$ cat config.mk
export PLATFORM = sky130hd
export DESIGN_NAME = spm_sleep_power_manager
export DESIGN_NICKNAME = d
export VERILOG_FILES = /design/src/spm_pkg.sv /design/src/spm_sleep_power_manager.sv
export SDC_FILE = /design/constraint.sdc
export NUM_CORES = 1
export LEC_CHECK = 0
export ABC_AREA = 1
export ABC_CLOCK_PERIOD_IN_PS = 1800
export BUFFER_PORTS_ARGS = -buffer_cell sky130_fd_sc_hd__clkbuf_2
export CAP_MARGIN = 30
export CORE_UTILIZATION = 51
export CTS_BUF_LIST = sky130_fd_sc_hd__clkbuf_8
export DETAILED_ROUTE_END_ITERATION = 10
export PLACE_DENSITY = 0.76
export SETUP_SLACK_MARGIN = 0.05
export SYNTH_ARGS = -nofsm -noshare
export SYNTH_HDL_FRONTEND = slang
export SYNTH_SLANG_ARGS = --single-unit
$ cat constraint.sdc
create_clock -name pclk -period 1.8 [get_ports pclk]
set_input_delay 0.18 -clock pclk [delete_from_list [all_inputs] [get_ports pclk]]
set_output_delay 0.18 -clock pclk [all_outputs]
set_load 0.01 [all_outputs]
$ cat src/spm_pkg.sv
package spm_pkg;
  // APB byte addresses
  localparam logic [7:0] SPM_ADDR_CTRL = 8'h00;
  localparam logic [7:0] SPM_ADDR_PRR = 8'h04;
  localparam logic [7:0] SPM_ADDR_STAT = 8'h08;
  localparam logic [7:0] SPM_ADDR_CFG = 8'h0C;
  // Control register fields
  localparam int SPM_BIT_BROWNOUT_SLEEP_OFF = 7;
  localparam int SPM_BIT_SE = 5;
  localparam int SPM_BIT_SM_HI = 4;
  localparam int SPM_BIT_SM_LO = 3;
  localparam int SPM_BIT_BROWNOUT_SLEEP_UNLOCK = 2;
  // Power reduction fields
  localparam int SPM_BIT_PR_TIM1 = 3;
  localparam int SPM_BIT_PR_TIM0 = 2;
  localparam int SPM_BIT_PR_USI = 1;
  localparam int SPM_BIT_PR_ADC = 0;
  localparam logic [7:0] SPM_CTRL_RST = 8'h00;
  localparam logic [3:0] SPM_PRR_RST = 4'h0;
  // Timing
  localparam logic [2:0] SPM_UNLOCK_CYC = 3'h4;
  localparam logic [2:0] SPM_BROWNOUT_SLEEP_OFF_DELAY_CYC = 3'h3;
  localparam logic [2:0] SPM_BROWNOUT_SLEEP_OFF_HOLD_CYC = 3'h3;
  localparam logic [3:0] SPM_STBY_WAKE_CYC = 4'h6;
  localparam logic [3:0] SPM_INT_HALT_CYC = 4'h4;
  localparam int SPM_CLK_MHZ = 250;
  localparam int SPM_BOD_WAKE_US = 60;
  localparam int SPM_BOD_WAKE_CYC = SPM_BOD_WAKE_US * SPM_CLK_MHZ;
  localparam logic [3:0] SPM_STARTUP_CYC = 4'h2;
  typedef enum logic [1:0] {
    SPM_MODE_IDLE,
    SPM_MODE_ADCNR,
    SPM_MODE_PDOWN,
    SPM_MODE_STBY
  } spm_mode_t;
  typedef enum logic [1:0] {
    SPM_ST_RUN,
    SPM_ST_SLEEP,
    SPM_ST_WAKE
  } spm_state_t;
endpackage : spm_pkg

$ cat src/spm_sleep_power_manager.sv
// Notes on behaviour
// RULE1 - Sleep only when armed and sleep executes
// RULE2 - Mode 00 idle: stop cpu, flash
// RULE3 - Mode 01: stop io, cpu, flash
// RULE4 - Mode 10 power-down: stop oscillator, all clocks
// RULE5 - Mode 11 with crystal: standby, oscillator runs
// RULE6 - Standby wake resumes after six cycles
// RULE7 - Interrupt wake halts four extra cycles
// RULE8 - Register file and memory kept
// RULE9 - Reset wakes, restarts at reset vector
// RULE10 - Level wake source holds its level
// RULE11 - Idle wakes on external and internal interrupts
// RULE12 - Enabled ADC converts on idle/noise entry
// RULE13 - Noise mode wakes on listed sources only
// RULE14 - Power-down wakes on listed sources only
// RULE15 - Armed brown-out off after deep entry
// RULE16 - Brown-out re-enabled on every wake
// RULE17 - Brown-out wake waits about 60us
// RULE18 - Brown-out off bit resets to zero
// RULE19 - Stopped peripheral frozen, registers blocked
// RULE20 - Clearing bit resumes peripheral state
// RULE21 - Deep modes disable digital input buffers
// RULE22 - Deep modes disable comparator automatically
// RULE23 - Software unlocks brown-out off within four
// RULE24 - Brown-out off active after three, clears after three
// RULE25 - Power reduction bits: tim1, tim0, serial, adc
// RULE26 - Unarmed sleep is single-cycle no-op
//
// Design decisions made here: the register offsets and the APB slave port.
`timescale 1ns/100ps
`default_nettype none
module spm_sleep_power_manager
#(
  parameter int BOD_WAKE_CYC = spm_pkg::SPM_BOD_WAKE_CYC
)
(
  input wire logic pclk,
  input wire logic presetn,
  input wire logic clk_en,
  input wire logic psel,
  input wire logic penable,
  input wire logic pwrite,
  input wire logic [7:0] paddr,
  input wire logic [31:0] pwdata,
  output logic [31:0] prdata,
  output logic pready,
  output logic pslverr,
  input wire logic sleep_exec,
  input wire logic xtal_selected,
  input wire logic adc_enabled,
  input wire logic irq_pending,
  input wire logic irq_adc_done,
  input wire logic irq_spm_ready,
  input wire logic external_interrupt_zero,
  input wire logic pin_change_irq,
  input wire logic wdt_irq,
  input wire logic ext_reset_req,
  input wire logic wdt_reset_req,
  input wire logic bod_reset_req,
  output logic sleep_nop,
  output logic cpu_halt,
  output logic clk_cpu_en,
  output logic clk_flash_en,
  output logic clk_io_en,
  output logic clk_adc_en,
  output logic osc_en,
  output logic adc_autostart,
  output logic brownout_detector_en,
  output logic comparator_disable,
  output logic input_buf_disable,
  output logic wake_to_reset_vector,
  output logic timer_one_clk_en,
  output logic timer_zero_clk_en,
  output logic serial_if_clk_en,
  output logic adc_periph_clk_en,
  output logic [3:0] periph_reg_block
);
  import spm_pkg::*;

  typedef struct packed {
    logic sleep_arm;
    logic [1:0] sleep_mode_sel;
    logic brownout_sleep_unlock;
    logic [2:0] unlock_cnt;
    logic brownout_sleep_off_pend;
    logic [2:0] brownout_sleep_off_cnt;
    logic brownout_sleep_off;
    logic [3:0] power_reduction_reg;
    spm_state_t st;
    spm_mode_t mode;
    logic bod_off;
    logic bod_slept;
    logic by_reset;
    logic [31:0] wake_cnt;
    logic autostart;
    logic nop;
    logic [31:0] rdata;
  } spm_state_s_t;

  spm_state_s_t q, d;

  // Wake sources are pins or other domains; two-stage sync
  logic [8:0] wk_meta_q, wk_sync_q;
  always_ff @(posedge pclk or negedge presetn)
  begin
    if (!presetn)
    begin
      wk_meta_q <= 9'h000;
      wk_sync_q <= 9'h000;
    end
    else if (clk_en)
    begin
      wk_meta_q <= {
        irq_pending,
        irq_adc_done,
        irq_spm_ready,
        external_interrupt_zero,
        pin_change_irq,
        wdt_irq,
        ext_reset_req,
        wdt_reset_req,
        bod_reset_req
      };
      wk_sync_q <= wk_meta_q;
    end
  end

  logic s_irq, s_adc, s_spm, s_external_interrupt_zero, s_pc, s_wdt, s_rst;
  assign s_irq = wk_sync_q[8];
  assign s_adc = wk_sync_q[7];
  assign s_spm = wk_sync_q[6];
  assign s_external_interrupt_zero = wk_sync_q[5];
  assign s_pc = wk_sync_q[4];
  assign s_wdt = wk_sync_q[3];
  assign s_rst = |wk_sync_q[2:0];

  logic wr_acc, rd_acc, ctrl_wr, brownout_sleep_off_req;
  logic wake_irq;
  logic [7:0] wb;
  assign wr_acc = psel && penable && pwrite;
  assign rd_acc = psel && !penable && !pwrite;
  assign wb = pwdata[7:0];
  assign ctrl_wr = wr_acc && paddr == SPM_ADDR_CTRL;
  // Off step: off bit written to one, unlock bit to zero, inside the unlock window
  assign brownout_sleep_off_req = ctrl_wr && wb[SPM_BIT_BROWNOUT_SLEEP_OFF] && !wb[SPM_BIT_BROWNOUT_SLEEP_UNLOCK]
                    && q.brownout_sleep_unlock; // [RULE23]

  always_comb
  begin
    d = q;
    d.nop = 1'b0;
    d.autostart = 1'b0;
    // Per-mode allowed wake events
    case (q.mode)
      SPM_MODE_IDLE:
      begin
        wake_irq = s_irq || s_external_interrupt_zero || s_pc || s_wdt; // [RULE11]
      end
      SPM_MODE_ADCNR:
      begin
        wake_irq = s_adc || s_spm || s_external_interrupt_zero || s_pc || s_wdt; // [RULE13]
      end
      SPM_MODE_PDOWN:
      begin
        wake_irq = s_external_interrupt_zero || s_pc || s_wdt; // [RULE14]
      end
      SPM_MODE_STBY:
      begin
        // Same sources as power-down; the oscillator and the wake delay differ
        wake_irq = s_external_interrupt_zero || s_pc || s_wdt;
      end
      default:
      begin
        wake_irq = 1'b0;
      end
    endcase
    // Control write; the unlock window restarts on a write setting both unlock and off bits, any other control write closes it
    if (ctrl_wr)
    begin
      d.sleep_arm = wb[SPM_BIT_SE];
      d.sleep_mode_sel = wb[SPM_BIT_SM_HI:SPM_BIT_SM_LO];
      d.brownout_sleep_unlock = wb[SPM_BIT_BROWNOUT_SLEEP_UNLOCK] && wb[SPM_BIT_BROWNOUT_SLEEP_OFF];
      d.unlock_cnt = SPM_UNLOCK_CYC;
    end
    else if (q.unlock_cnt != 3'h0)
    begin
      d.unlock_cnt = q.unlock_cnt - 3'h1;
      if (q.unlock_cnt == 3'h1)
      begin
        // Window over: a late second write is ignored
        d.brownout_sleep_unlock = 1'b0;
      end
    end
    if (wr_acc && paddr == SPM_ADDR_PRR)
    begin
      d.power_reduction_reg = wb[3:0]; // [RULE25]
    end
    // Off bit: active three cycles after set, then self-clears
    if (brownout_sleep_off_req)
    begin
      d.brownout_sleep_off_pend = 1'b1;
      d.brownout_sleep_off_cnt = SPM_BROWNOUT_SLEEP_OFF_DELAY_CYC;
      d.brownout_sleep_unlock = 1'b0;
    end
    else if (q.brownout_sleep_off_pend)
    begin
      d.brownout_sleep_off_cnt = q.brownout_sleep_off_cnt - 3'h1;
      if (q.brownout_sleep_off_cnt == 3'h1)
      begin
        d.brownout_sleep_off_pend = 1'b0;
        d.brownout_sleep_off = 1'b1;
        d.brownout_sleep_off_cnt = SPM_BROWNOUT_SLEEP_OFF_HOLD_CYC;
      end
    end
    else if (q.brownout_sleep_off)
    begin
      d.brownout_sleep_off_cnt = q.brownout_sleep_off_cnt - 3'h1;
      if (q.brownout_sleep_off_cnt == 3'h1)
      begin
        d.brownout_sleep_off = 1'b0; // [RULE24]
      end
    end
    case (q.st)
      SPM_ST_RUN:
      begin
        if (sleep_exec && !q.sleep_arm)
        begin
          d.nop = 1'b1; // [RULE26]
        end
        else if (sleep_exec && !(q.sleep_mode_sel == 2'h3 && !xtal_selected)) // [RULE1] [RULE5]
        begin
          d.st = SPM_ST_SLEEP;
          d.mode = spm_mode_t'(q.sleep_mode_sel);
          d.autostart = adc_enabled && !q.sleep_mode_sel[1]; // [RULE12]
          d.bod_off = q.brownout_sleep_off && q.sleep_mode_sel[1]; // [RULE15]
          d.bod_slept = d.bod_off;
        end
        else if (sleep_exec)
        begin
          // Standby without a crystal is refused like an unarmed sleep
          d.nop = 1'b1;
        end
      end
      SPM_ST_SLEEP:
      begin
        if (s_rst || wake_irq)
        begin
          d.st = SPM_ST_WAKE;
          d.by_reset = s_rst; // [RULE9]
          d.bod_off = 1'b0; // [RULE16]
          if (q.bod_slept)
          begin
            // Detector needs its settling time before code runs
            d.wake_cnt = 32'(BOD_WAKE_CYC); // [RULE17]
          end
          else if (q.mode == SPM_MODE_STBY)
          begin
            d.wake_cnt = 32'(SPM_STBY_WAKE_CYC); // [RULE6]
          end
          else if (q.mode == SPM_MODE_PDOWN)
          begin
            d.wake_cnt = 32'(SPM_STARTUP_CYC);
          end
          else
          begin
            d.wake_cnt = 32'h0;
          end
          if (!s_rst)
          begin
            d.wake_cnt = d.wake_cnt + 32'(SPM_INT_HALT_CYC); // [RULE7]
          end
        end
      end
      SPM_ST_WAKE:
      begin
        if (q.wake_cnt <= 32'h1)
        begin
          d.st = SPM_ST_RUN;
          d.bod_slept = 1'b0;
        end
        else
        begin
          d.wake_cnt = q.wake_cnt - 32'h1;
        end
      end
      default:
      begin
        d.st = SPM_ST_RUN;
      end
    endcase
    // Clear sleep arm on reset wake, as after any reset
    if (q.st == SPM_ST_SLEEP && s_rst)
    begin
      d.sleep_arm = 1'b0;
      d.sleep_mode_sel = 2'h0;
    end
    // Captured in the setup phase so it stands through the access edge
    if (rd_acc)
    begin
      case (paddr)
        SPM_ADDR_CTRL:
        begin
          d.rdata = {
            24'h0,
            q.brownout_sleep_off,
            1'b0,
            q.sleep_arm,
            q.sleep_mode_sel,
            q.brownout_sleep_unlock,
            2'h0
          };
        end
        SPM_ADDR_PRR:
        begin
          d.rdata = {28'h0, q.power_reduction_reg};
        end
        SPM_ADDR_STAT:
        begin
          d.rdata = {26'h0, q.by_reset, q.bod_off, q.mode, q.st};
        end
        default:
        begin
          d.rdata = 32'h0;
        end
      endcase
    end
  end

  always_ff @(posedge pclk or negedge presetn)
  begin
    if (!presetn)
    begin
      q <= '0;
      q.st <= SPM_ST_RUN;
      q.mode <= SPM_MODE_IDLE;
      q.brownout_sleep_off <= 1'b0; // [RULE18]
      q.power_reduction_reg <= SPM_PRR_RST;
    end
    else if (clk_en)
    begin
      q <= d;
    end
  end

  logic sleeping, deep, io_stop;
  assign sleeping = q.st != SPM_ST_RUN;
  assign deep = q.st == SPM_ST_SLEEP && q.mode[1];
  assign io_stop = q.st == SPM_ST_SLEEP && q.mode != SPM_MODE_IDLE;

  // Halting clocks only gates; register file and SRAM keep contents
  assign cpu_halt = sleeping; // [RULE8]
  assign clk_cpu_en = !sleeping; // [RULE2]
  assign clk_flash_en = !sleeping;
  assign clk_io_en = !io_stop; // [RULE3]
  assign clk_adc_en = !deep; // [RULE4]
  assign osc_en = !(q.st == SPM_ST_SLEEP && q.mode == SPM_MODE_PDOWN);
  assign input_buf_disable = deep; // [RULE21]
  assign comparator_disable = deep; // [RULE22]
  assign brownout_detector_en = !q.bod_off;
  assign adc_autostart = q.autostart;
  assign sleep_nop = q.nop;
  assign wake_to_reset_vector = q.st == SPM_ST_WAKE && q.by_reset;
  // Gating freezes state; re-enable continues where it stopped
  assign timer_one_clk_en = !q.power_reduction_reg[SPM_BIT_PR_TIM1] && !io_stop; // [RULE19]
  assign timer_zero_clk_en = !q.power_reduction_reg[SPM_BIT_PR_TIM0] && !io_stop; // [RULE20]
  assign serial_if_clk_en = !q.power_reduction_reg[SPM_BIT_PR_USI] && !io_stop;
  assign adc_periph_clk_en = !q.power_reduction_reg[SPM_BIT_PR_ADC] && !deep;
  assign periph_reg_block = q.power_reduction_reg;
  // External level wake sources must hold their level, see sync
  assign prdata = q.rdata;
  assign pready = 1'b1;
  assign pslverr = 1'b0;
endmodule : spm_sleep_power_manager
`default_nettype wire

## Word level (Yosys, flattened, before mapping)

Index checks and enable logic that the tools add are counted.

- $add $sub $neg: 4
- $lt $le $gt $ge: 1
- Equal/unequal tests: 16
- Muxes and demuxes: 38
- Bitwise logic cells: 2
- Reductions and logical operators: 79

Operators by type and width:

| operator | number |
|---|---|
| 32-bit two-way mux | 5 |
| 32-bit one-hot mux with 2 select lines | 1 |
| 32-bit by 3-bit adder with 32-bit output (second input constant) | 1 |
| 32-bit by 1-bit <= comparator with 1-bit output (second input constant) | 1 |
| 32-bit by 1-bit subtractor with 32-bit output (second input constant) | 1 |
| 1-bit logical AND | 24 |
| 8-bit one-hot mux with 3 select lines | 1 |
| 4-bit two-way mux | 5 |
| 1-bit zero test | 16 |
| 5-bit AND reduction | 3 |
| 14-bit two-way mux | 1 |
| 2-bit nonzero test | 7 |
| 6-bit two-way mux | 2 |
| 3-bit nonzero test | 4 |
| 1-bit two-way mux | 11 |
| 1-bit logical OR | 10 |
| 2-bit inequality test (second input constant) | 5 |
| 2-bit AND reduction | 5 |
| 3-bit two-way mux | 3 |
| 3-bit AND reduction | 3 |
| 2-bit equality test (second input constant) | 4 |
| 8-bit by 3-bit equality test with 1-bit output (second input constant) | 1 |
| 8-bit by 4-bit equality test with 1-bit output (second input constant) | 1 |
| 8-bit zero test | 1 |
| 14 further kinds | 24 |

- Flip-flop bits (word level): 107
- Input port bits: 58
- Output and inout port bits: 54
- Word-level logic and storage cells: 159

## Logic depth before layout (Yosys ltp)

Gate-level depths: netlist of run 1.

- Depth after elaboration: 12
- Gate-level depth with buffers: 12

## Least setup slack after synthesis of run 1

No wires, ideal clock.

- Kind: register -> register
- Start: reg q[34] (netlist bit)
- End: reg q[46] (netlist bit)
- Arrival: 1582 ps
- Slack: 101 ps
- Stages on the path, launching flop included: 13
- Buffers on the path: 1
- Clock period less this slack: 1699 ps
- Path through: dfrtp_1 inv_1 ha_1 nand2_2 nor2_4 nand2_1 nand2_1 nand2_2 nand3_4 nand2_4 buf_6 nand2_1 nand2_1

- Longest elaborated chain between the ends: 3

RTL lines:

| element | RTL line | text |
|---|---|---|
| start: declaration | spm_sleep_power_manager.sv:100 | `spm_state_s_t q, d;` |
| 32-bit by 1-bit subtractor with 32-bit output / 32-bit by 1-bit <= comparator with 1-bit output (equally long branches) | spm_sleep_power_manager.sv:283, spm_sleep_power_manager.sv:276 |  |
| 32-bit two-way mux / 2-bit inequality test (equally long branches) | - |  |
| 32-bit one-hot mux with 2 select lines / 4-bit AND reduction (equally long branches) | - |  |

Parallel ways exist; a longest one is shown, timed or not. The select of a mux whose other input is x is not followed.
A chain may end at the register's enable or synchronous reset.

## Final worst setup path of run 1

- Start: reg q[42] (netlist bit)
- End: reg q[62] (netlist bit)

The elaborated chain is that of the path after synthesis.

==> results of run 1 <==
repair_timing:
item	in CTS	in global routing
pin swaps	3	11
hold buffers	1	0
endpoints found under the hold margin	30	0
gates cloned	0	5
setup buffers	2	16
gates resized for setup	16	49
setup endpoints to repair	38	37
final cells by class:
| type | instances | area [um^2] |
|---|---|---|
| multi-input combinational | 567 | 2731 |
| tap | 133 | 166.4 |
| inverter | 74 | 277.8 |
| timing repair buffer | 111 | 810.8 |
| clock inverter | 7 | 81.33 |
| sequential | 82 | 2054 |
| clock buffer | 9 | 123.9 |
| fill | 890 | 3573 |
synth_stat cells (all sizes together):
master,number
dfrtp,82
a21oi,9
conb,2
a22o,1
o21ai,51
or2,2
o21bai,7
ha,7
clkbuf,10
a21boi,1
o31ai,1
xnor2,3
xor2,7
nand3,56
inv,74
o311ai,1
nand2,253
nor3,8
o22ai,2
o211ai,1
buf,49
and3,1
nand4,10
nor2,117
metrics by stage:
step           area (um^2)  power, uW  util [%]
2_1_floorplan         5289       4720         -
3_3_place_gp          5574       5443     56.77
3_5_place_dp          5574       5563     56.77
4_1_cts               5849       7029     59.57
5_1_grt               6246       8059     63.61
6_report              6246       7473     63.61
cells by family after synthesis:
logic type      count (synthesis)  synth area share, %
simple gates                  447                35.81
buf+inv                       133                13.37
flops                          82                39.50
compound gates                 74                7.803
xor+xnor                       10                1.686
fa+ha+maj                       7                1.686
other cells                     2               0.1446
how the worst max path moves through the flow:
stage | from | to | cells after the start
final | q[42] | q[62] | 10
after global routing | q[44] | q[62] | 10
after CTS | q[34] | q[64] | 9
after detailed placement | q[51] | q[65] | 10
after global placement | q[57] | q[60] | 10
after floorplan | q[34] | q[46] | 12
registers in the layout (all words and copies together) (netlist names):
name / count
q: 51
wk_meta_q: 9
wk_sync_q: 9
periph_reg_block: 4
adc_autostart: 1
sleep_nop: 1
prdata: 7
routing by layer:
metal	global-route usage, %	routed length (um)	vias up
li1	-	-	2485
met1	31.25	5723	2375
met4	8.126	261	0
met2	42.56	6788	209
met3	4.610	969	29
met5	0	0	-
where the power goes:
part           internal, uW  total (uW)  switching [uW]
Combinational          1490        3860            2370
Sequential             2010        2170             157
Clock                   669        1440             773
worst max-delay path: cells and delay by family, from the launching register on:
family	cells	cell delay, ns
AND/OR/NAND/NOR	10	1.22
flip-flops	1	0.45
==> impl_metrics.env, run 1 <==
export IMPL_status="finished clean"
export IMPL_fp_dieW_um=102.9
export IMPL_drt_first_pass_iters=5
export IMPL_drt_wl_total_um=13740
export IMPL_worstSetupPathType="flop to flop"
export IMPL_synth_distinct_cells=33
export IMPL_p_leak_uw=0.003569
export IMPL_syn_area_per_cell_um2=6.881
export IMPL_hp_class="input pin to flop"
export IMPL_grt_pass1_vias=4557
export IMPL_holdPathEnd="wk_meta_q[1]"
export IMPL_holdCritStartpoint="wdt_reset_req"
export IMPL_finalMaxSlewViolations=0
export IMPL_max_slew_margin_pct=63.81
export IMPL_postSynthCellCount=755
export IMPL_root_buffer="clkbuf_8"
export IMPL_finalHoldViolCount=0
export IMPL_dieArea_um2=10590
export IMPL_cts_buffer_depth=2
export IMPL_final_cell_count_no_fill=983
export IMPL_setup_viol=0
export IMPL_placed_cells_incl_taps=943
export IMPL_final_cell_mix="245 x nand2_1, 92 x nor2_1, 80 x dfrtp_1"
export IMPL_syn_cell_area_um2=5195
export IMPL_r2r_cells=10
export IMPL_core_area_um2=9819
export IMPL_ys_ff_latch=82
export IMPL_antenna_found_initial=0
export IMPL_drive_gt1_share_pct=21.65
export IMPL_drv_cap=0
export IMPL_fin_crit_ns=1.767
export IMPL_max_clock_freq_mhz=565.8
export IMPL_gp_congestion=0.9399
export IMPL_end_kind="flop"
export IMPL_grt_setup_unrepaired="true"
export IMPL_syn_to_final_growth_pct=20.23
export IMPL_start_util_pct=52.91
export IMPL_overflow=0
export IMPL_path_cells="nor2_1, nand2_1, nor2_1, nand2_1, nor2_1, nand2_1, nand2_1, nor2_1, nand2_1, nand2_1"
export IMPL_fin_setup_tns_ns=0
export IMPL_hold_depth=3
export IMPL_routedWlPerCell_um=13.98
export IMPL_cp_max_fo=5
export IMPL_worstPathRequired_ns=2.06
export IMPL_antenna_cells=0
export IMPL_clk_latency_ns=0.37
export IMPL_fin_nets=910
export IMPL_routed_via_density=5.186
export IMPL_ys_top_cells_by_area="dfrtp_1 39%, nand2_1 18%, nor2_1 7.9%, buf_4 5.9%, inv_1 5.3%"
export IMPL_io_pins=112
export IMPL_arrival_ns=2.03
export IMPL_reg2reg_to="q[62]"
export IMPL_cts_buffers=9
export IMPL_final_common_cell="nand2_1"
export IMPL_cp_slowest_cell="dfrtp_1"
export IMPL_fin_crit_sh_pct=98.18
export IMPL_ir_worst_vdd_v=0.0006683
export IMPL_cp_start_kind="flop"
export IMPL_vias=5098
export IMPL_cts_tree="done"
export IMPL_rr_startpoint="q[42]"
export IMPL_htreeDepth=3
export IMPL_worst_slack_ns=0.03272
export IMPL_grt_use_total_pct=24.68
export IMPL_grt_max_degree=53
export IMPL_tightest_slew_ns=0.5387
export IMPL_yosysTopAreaCellShare_pct=39.50
export IMPL_die_h_um=102.9
export IMPL_crit_top_cell="nand2_1"
export IMPL_synth_top_area_cell="dfrtp_1"
export IMPL_drtIter0Drc=312
export IMPL_yosysSeqAreaShare_pct=39.50
export IMPL_clock_sinks=82
export IMPL_port_buffers=59
export IMPL_grt_pass1_wl_um=20500
export IMPL_r2r_setup_slack_ns=0.03
export IMPL_hpwl_um=9043
export IMPL_whs_ns=0.01096
export IMPL_drcViolationCount=0
export IMPL_ys_warn_count=0
export IMPL_slowest_delay_ns=0.45
export IMPL_finalClockSkew_ns=0.008230
export IMPL_antenna_left=0
export IMPL_rows=36
export IMPL_cts_clk_slew_worst_paths_ns=0.09
export IMPL_pre_cts_slack_ns=-0.003120
export IMPL_p_per_area_nw_per_um2=1196
Power figures use the tool's default switching activity.
==> run 2, diff against run 1 <==
ABC_CLOCK_PERIOD_IN_PS = 2080   (was 1800)
CORE_UTILIZATION = 61   (was 51)
PLACE_DENSITY = 0.86   (was 0.76)
clock period = 2.08 ns   (was 1.8 ns; I/O delays follow)
==> impl_metrics.env, run 2 (synthesized netlist as in run 1, its figures left out) <==
export IMPL_clk_latency_ns=0.36
export IMPL_htreeDepth=3
export IMPL_antenna_found_initial=0
export IMPL_fin_crit_ns=1.887
export IMPL_finalHoldViolCount=0
export IMPL_vias=4911
export IMPL_end_kind="primary output"
export IMPL_grt_setup_unrepaired="false"
export IMPL_grt_use_total_pct=28.77
export IMPL_status="finished clean"
export IMPL_r2r_setup_slack_ns=0.19
export IMPL_cts_clk_slew_worst_paths_ns=0.09
export IMPL_fp_dieW_um=94.29
export IMPL_endpoint="osc_en"
export IMPL_r2r_cells=11
export IMPL_p_per_area_nw_per_um2=1049
export IMPL_ir_worst_vdd_v=0.0004459
export IMPL_finalMaxSlewViolations=0
export IMPL_drt_wl_total_um=12110
export IMPL_postLayoutCoreUtil_pct=68.59
export IMPL_tightest_slew_ns=0.5521
export IMPL_grt_pass1_wl_um=19940
export IMPL_antenna_left=0
export IMPL_regMostFlops="q"
export IMPL_cts_buffer_depth=2
export IMPL_grt_pass1_vias=4365
export IMPL_dieArea_um2=8890
export IMPL_routedWlPerCell_um=13.26
export IMPL_crit_start="q[71]"
export IMPL_placed_cells_incl_taps=895
export IMPL_max_clock_freq_mhz=529.8
export IMPL_reg2reg_to="q[48]"
export IMPL_whs_ns=0.04882
export IMPL_fin_crit_sh_pct=90.74
export IMPL_cp_max_fo=4
export IMPL_die_h_um=94.29
export IMPL_core_area_um2=8217
export IMPL_max_slew_margin_pct=63.15
export IMPL_final_cell_mix="249 x nand2_1, 108 x nor2_1, 80 x dfrtp_1"
export IMPL_drt_first_pass_iters=7
export IMPL_rows=33
export IMPL_p_leak_uw=0.003282
export IMPL_gp_congestion=0.9142
export IMPL_syn_to_final_growth_pct=8.478
export IMPL_drv_cap=0
export IMPL_reg_largest_list="q x51, wk_meta_q x9, wk_sync_q x9"
export IMPL_fin_nets=868
export IMPL_finalClockSkew_ns=0.01380
export IMPL_finalPower_uw=5912
export IMPL_final_common_cell="nand2_1"
export IMPL_worstPathRequired_ns=1.87
export IMPL_arrival_ns=1.68
export IMPL_root_buffer="clkbuf_8"
export IMPL_cts_tree="done"
export IMPL_rr_startpoint="q[34]"
export IMPL_io_pins=112
export IMPL_clock_sinks=82
export IMPL_grt_max_degree=45
export IMPL_drtIter0Drc=401
export IMPL_routed_via_density=5.379
export IMPL_largest_reg_flops=51
export IMPL_antenna_cells=0
export IMPL_port_buffers=59
export IMPL_setup_viol=0
export IMPL_final_cell_count_no_fill=913
export IMPL_cts_buffers=9
export IMPL_drive_gt1_share_pct=13.00
export IMPL_fin_setup_tns_ns=0
export IMPL_drcViolationCount=0
export IMPL_hpwl_um=8884
export IMPL_hp_class="input pin to flop"
export IMPL_overflow=0
export IMPL_cp_start_kind="flop"
export IMPL_start_util_pct=63.23
export IMPL_worstSetupPathType="flop to primary output"
[run 2: layout make-up]
type                    count  area [um^2]
inverters                  74        277.8
fillers                   661         2581
clock inverters             6        66.31
repair buffers             71        406.6
flip-flops and latches     82         2054
clock buffers              10        137.6
well taps                 105        131.4
multi-input cells         565         2561
[run 2: worst min-delay path by stage]
stage                          endpoint  cells past startpoint  slack, ns          from
after detailed placement          q[63]                      1       0.22       presetn
after global routing       wk_meta_q[3]                      3       0.04       wdt_irq
after global placement            q[52]                      1       0.21       presetn
after CTS                  wk_meta_q[7]                      3       0.04  irq_adc_done
final                      wk_meta_q[3]                      3       0.05       wdt_irq
after floorplan           adc_autostart                      0      -0.09       presetn
[run 2: what timing repair did]
item | CTS | global route
gates resized for setup | 3 | 4
endpoints found under the hold margin | 38 | 0
hold buffers | 1 | 0
setup buffers | 0 | 1
pin swaps | 0 | 0
setup endpoints to repair | 1 | 23
[run 2: through the flow]
step | instance area, um^2 | setup WS, ns
after global placement | 5389 | 0.3264
final | 5635 | 0.1925
after CTS | 5612 | 0.07041
after detailed placement | 5389 | 0.2117
after floorplan | 5289 | 0.3810
after global routing | 5635 | 0.05351
[run 2: report_power, final]
part / switching, uW / internal (uW) / leakage, uW
combinational: 1840 / 991 / 0.00211
sequential: 146 / 1740 / 0.00107
clock: 600 / 590 / 0.000106
total: 2590 / 3320 / 0.00328
[run 2: layer usage]
layer  routed length (um)  global-route usage [%]  vias up
met5                    0                       0        -
met3                  940                   7.039       26
met1                 5063                   37.61     2263
met4                  299                   10.26        0
li1                     -                       -     2388
met2                 5807                   46.20      234
[run 2: worst max-delay path, cell delays in order, from the launching register on]
cell      delay (ns)
dfrtp_2         0.38
inv_1           0.10
nor2_4          0.14
inv_1           0.08
nor2_2          0.13
inv_1           0.09
or2_2           0.27
clkbuf_2        0.13
==> run 3, diff against run 2 <==
BUFFER_PORTS_ARGS = not set   (was -buffer_cell sky130_fd_sc_hd__clkbuf_2)
CORE_UTILIZATION = 70   (was 61)
DONT_BUFFER_PORTS = 1   (was not set)
PLACE_DENSITY = 0.84   (was 0.86)
==> impl_metrics.env, run 3 (synthesized netlist as in run 1, its figures left out) <==
export IMPL_syn_to_final_growth_pct=5.371
export IMPL_routed_via_density=5.531
export IMPL_crit_top_cell="inv_1"
export IMPL_reg_largest_list="q x51, wk_meta_q x9, wk_sync_q x9"
export IMPL_drtIter0Drc=379
export IMPL_regMostFlops="q"
export IMPL_overflow=0
export IMPL_whs_ns=-0.4686
export IMPL_fp_dieW_um=88.15
export IMPL_largest_reg_flops=51
export IMPL_htreeDepth=3
export IMPL_finalMaxSlewViolations=0
export IMPL_fin_crit_sh_pct=96.48
export IMPL_dieArea_um2=7770
export IMPL_crit_start="q[71]"
export IMPL_grt_pass1_vias=4520
export IMPL_antenna_left=0
export IMPL_root_buffer="clkbuf_8"
export IMPL_grt_pass1_wl_um=19940
export IMPL_drive_gt1_share_pct=6.258
export IMPL_drv_cap=0
export IMPL_clock_sinks=82
export IMPL_antenna_cells=0
export IMPL_crit_buf_inv=3
export IMPL_cts_buffer_depth=2
export IMPL_final_common_cell="nand2_1"
export IMPL_rr_startpoint="q[34]"
export IMPL_max_clock_freq_mhz=498.3
export IMPL_finalPower_uw=5752
export IMPL_cts_clk_slew_worst_paths_ns=0.09
export IMPL_finalHoldViolCount=82
export IMPL_finalClockSkew_ns=0.008967
export IMPL_grt_max_degree=83
export IMPL_drcViolationCount=0
export IMPL_path_cells="inv_1, nor2_4, inv_1, nor2_2, inv_1, or2_2"
export IMPL_slowest_delay_ns=0.41
export IMPL_core_area_um2=7214
export IMPL_end_kind="primary output"
export IMPL_start_util_pct=72.01
export IMPL_final_cell_mix="249 x nand2_1, 106 x nor2_1, 82 x dfrtp_1"
export IMPL_worstSetupPathType="flop to primary output"
export IMPL_io_pins=112
export IMPL_cts_buffers=9
export IMPL_hpwl_um=8210
export IMPL_grt_use_met2_pct=58.21
export IMPL_fin_nets=827
export IMPL_gp_congestion=0.9252
export IMPL_clk_latency_ns=0.36
export IMPL_worstPathRequired_ns=1.87
export IMPL_ir_worst_vdd_v=0.0006425
export IMPL_fin_crit_ns=2.007
export IMPL_worst_slack_ns=0.07323
export IMPL_grt_use_total_pct=33.12
export IMPL_cp_max_fo=4
export IMPL_met3_usage_pct=4.807
export IMPL_grt_setup_unrepaired="true"
export IMPL_violations="negative hold slack"
export IMPL_vias=4790
export IMPL_arrival_ns=1.80
export IMPL_hold_buffers=17
export IMPL_pre_cts_slack_ns=0.08326
export IMPL_die_h_um=88.15
export IMPL_crit_family="simple AND/OR/NAND/NOR gates"
export IMPL_rows=31
export IMPL_antenna_found_initial=0
export IMPL_p_leak_uw=0.003099
export IMPL_drt_first_pass_iters=5
export IMPL_met1_usage_pct=40.24
export IMPL_cp_slowest_cell="dfrtp_1"
export IMPL_cp_start_kind="flop"
export IMPL_cts_tree="done"
export IMPL_p_per_area_nw_per_um2=1051
export IMPL_routedWlPerCell_um=14.17
export IMPL_max_slew_margin_pct=54.65
export IMPL_fin_setup_tns_ns=0
export IMPL_port_buffers=0
export IMPL_hp_class="input pin to asynchronous set/reset pin"
export IMPL_top_usage_layer="met2"
export IMPL_drt_wl_total_um=12270
export IMPL_tightest_slew_ns=0.6780
export IMPL_setup_viol=0
export IMPL_status="finished, violations left"
==> run 3: changes by cell type in the layout (fill, tap and decap cells not counted), moves of 2 or more <==
cell | previous run | this run
buf_4 | 10 | 12
clkbuf_2 | 58 | 0
nor2_1 | 108 | 106
clkinv_4 | 3 | 1
dfrtp_2 | 2 | 0
dlygate4sd3_1 | 1 | 17
dfrtp_1 | 80 | 82
==> run 3: where the power goes <==
part	total [uW]	leakage, uW	internal (uW)	switching, uW
Sequential	1890	0.00107	1740	147
Combinational	2770	0.00193	990	1780
Clock	1090	0.0000924	467	624
Total	5750	0.00310	3200	2550
==> run 3: worst paths after layout <==
kind / end / slack, ns / cells after the start
worst max-delay path: osc_en / 0.07 / 6
worst min-delay path: q[40] / -0.47 / 0
worst max register to register: q[63] / 0.16 / 11
worst min register to register: wk_meta_q[8] / 0.48 / 2
max in group asynchronous: q[87] / 2.40 / 0
min in group pclk: q[85] / 0.01 / 2
==> run 3: layout make-up <==
cell class	instances	area, um^2
clock buffers	10	137.6
well taps	99	123.9
multi-input cells	565	2571
repair buffers	30	271.5
inverters	74	277.8
fillers	579	1740
clock inverters	6	40.04
flip-flops and latches	82	2052
==> run 3: what timing repair did <==
| action | in CTS | in global routing |
|---|---|---|
| setup endpoints to repair | 5 | 33 |
| resized for setup | 3 | 6 |
| buffers inserted | 0 | 6 |
| hold endpoints to repair | 105 | 82 |
| pin swaps | 0 | 3 |
==> run 3: through the flow <==
step           area, um^2  utilization [%]  hold slack (ns)  std cells
3_3_place_gp         5049            69.98         -0.08563        827
2_1_floorplan        5289                -         -0.08759        780
3_5_place_dp         5049            69.98         -0.08577        827
5_1_grt              5474            75.88          -0.4871        866
4_1_cts              5401            74.87          -0.4775        860
6_report             5474            75.88          -0.4686        866
==> run 3: metal layers <==
layer / wire length [um] / vias to the layer above
met5: 0 / -
met4: 370 / 0
met3: 777 / 36
met2: 6196 / 220
met1: 4923 / 2221
li1: - / 2313
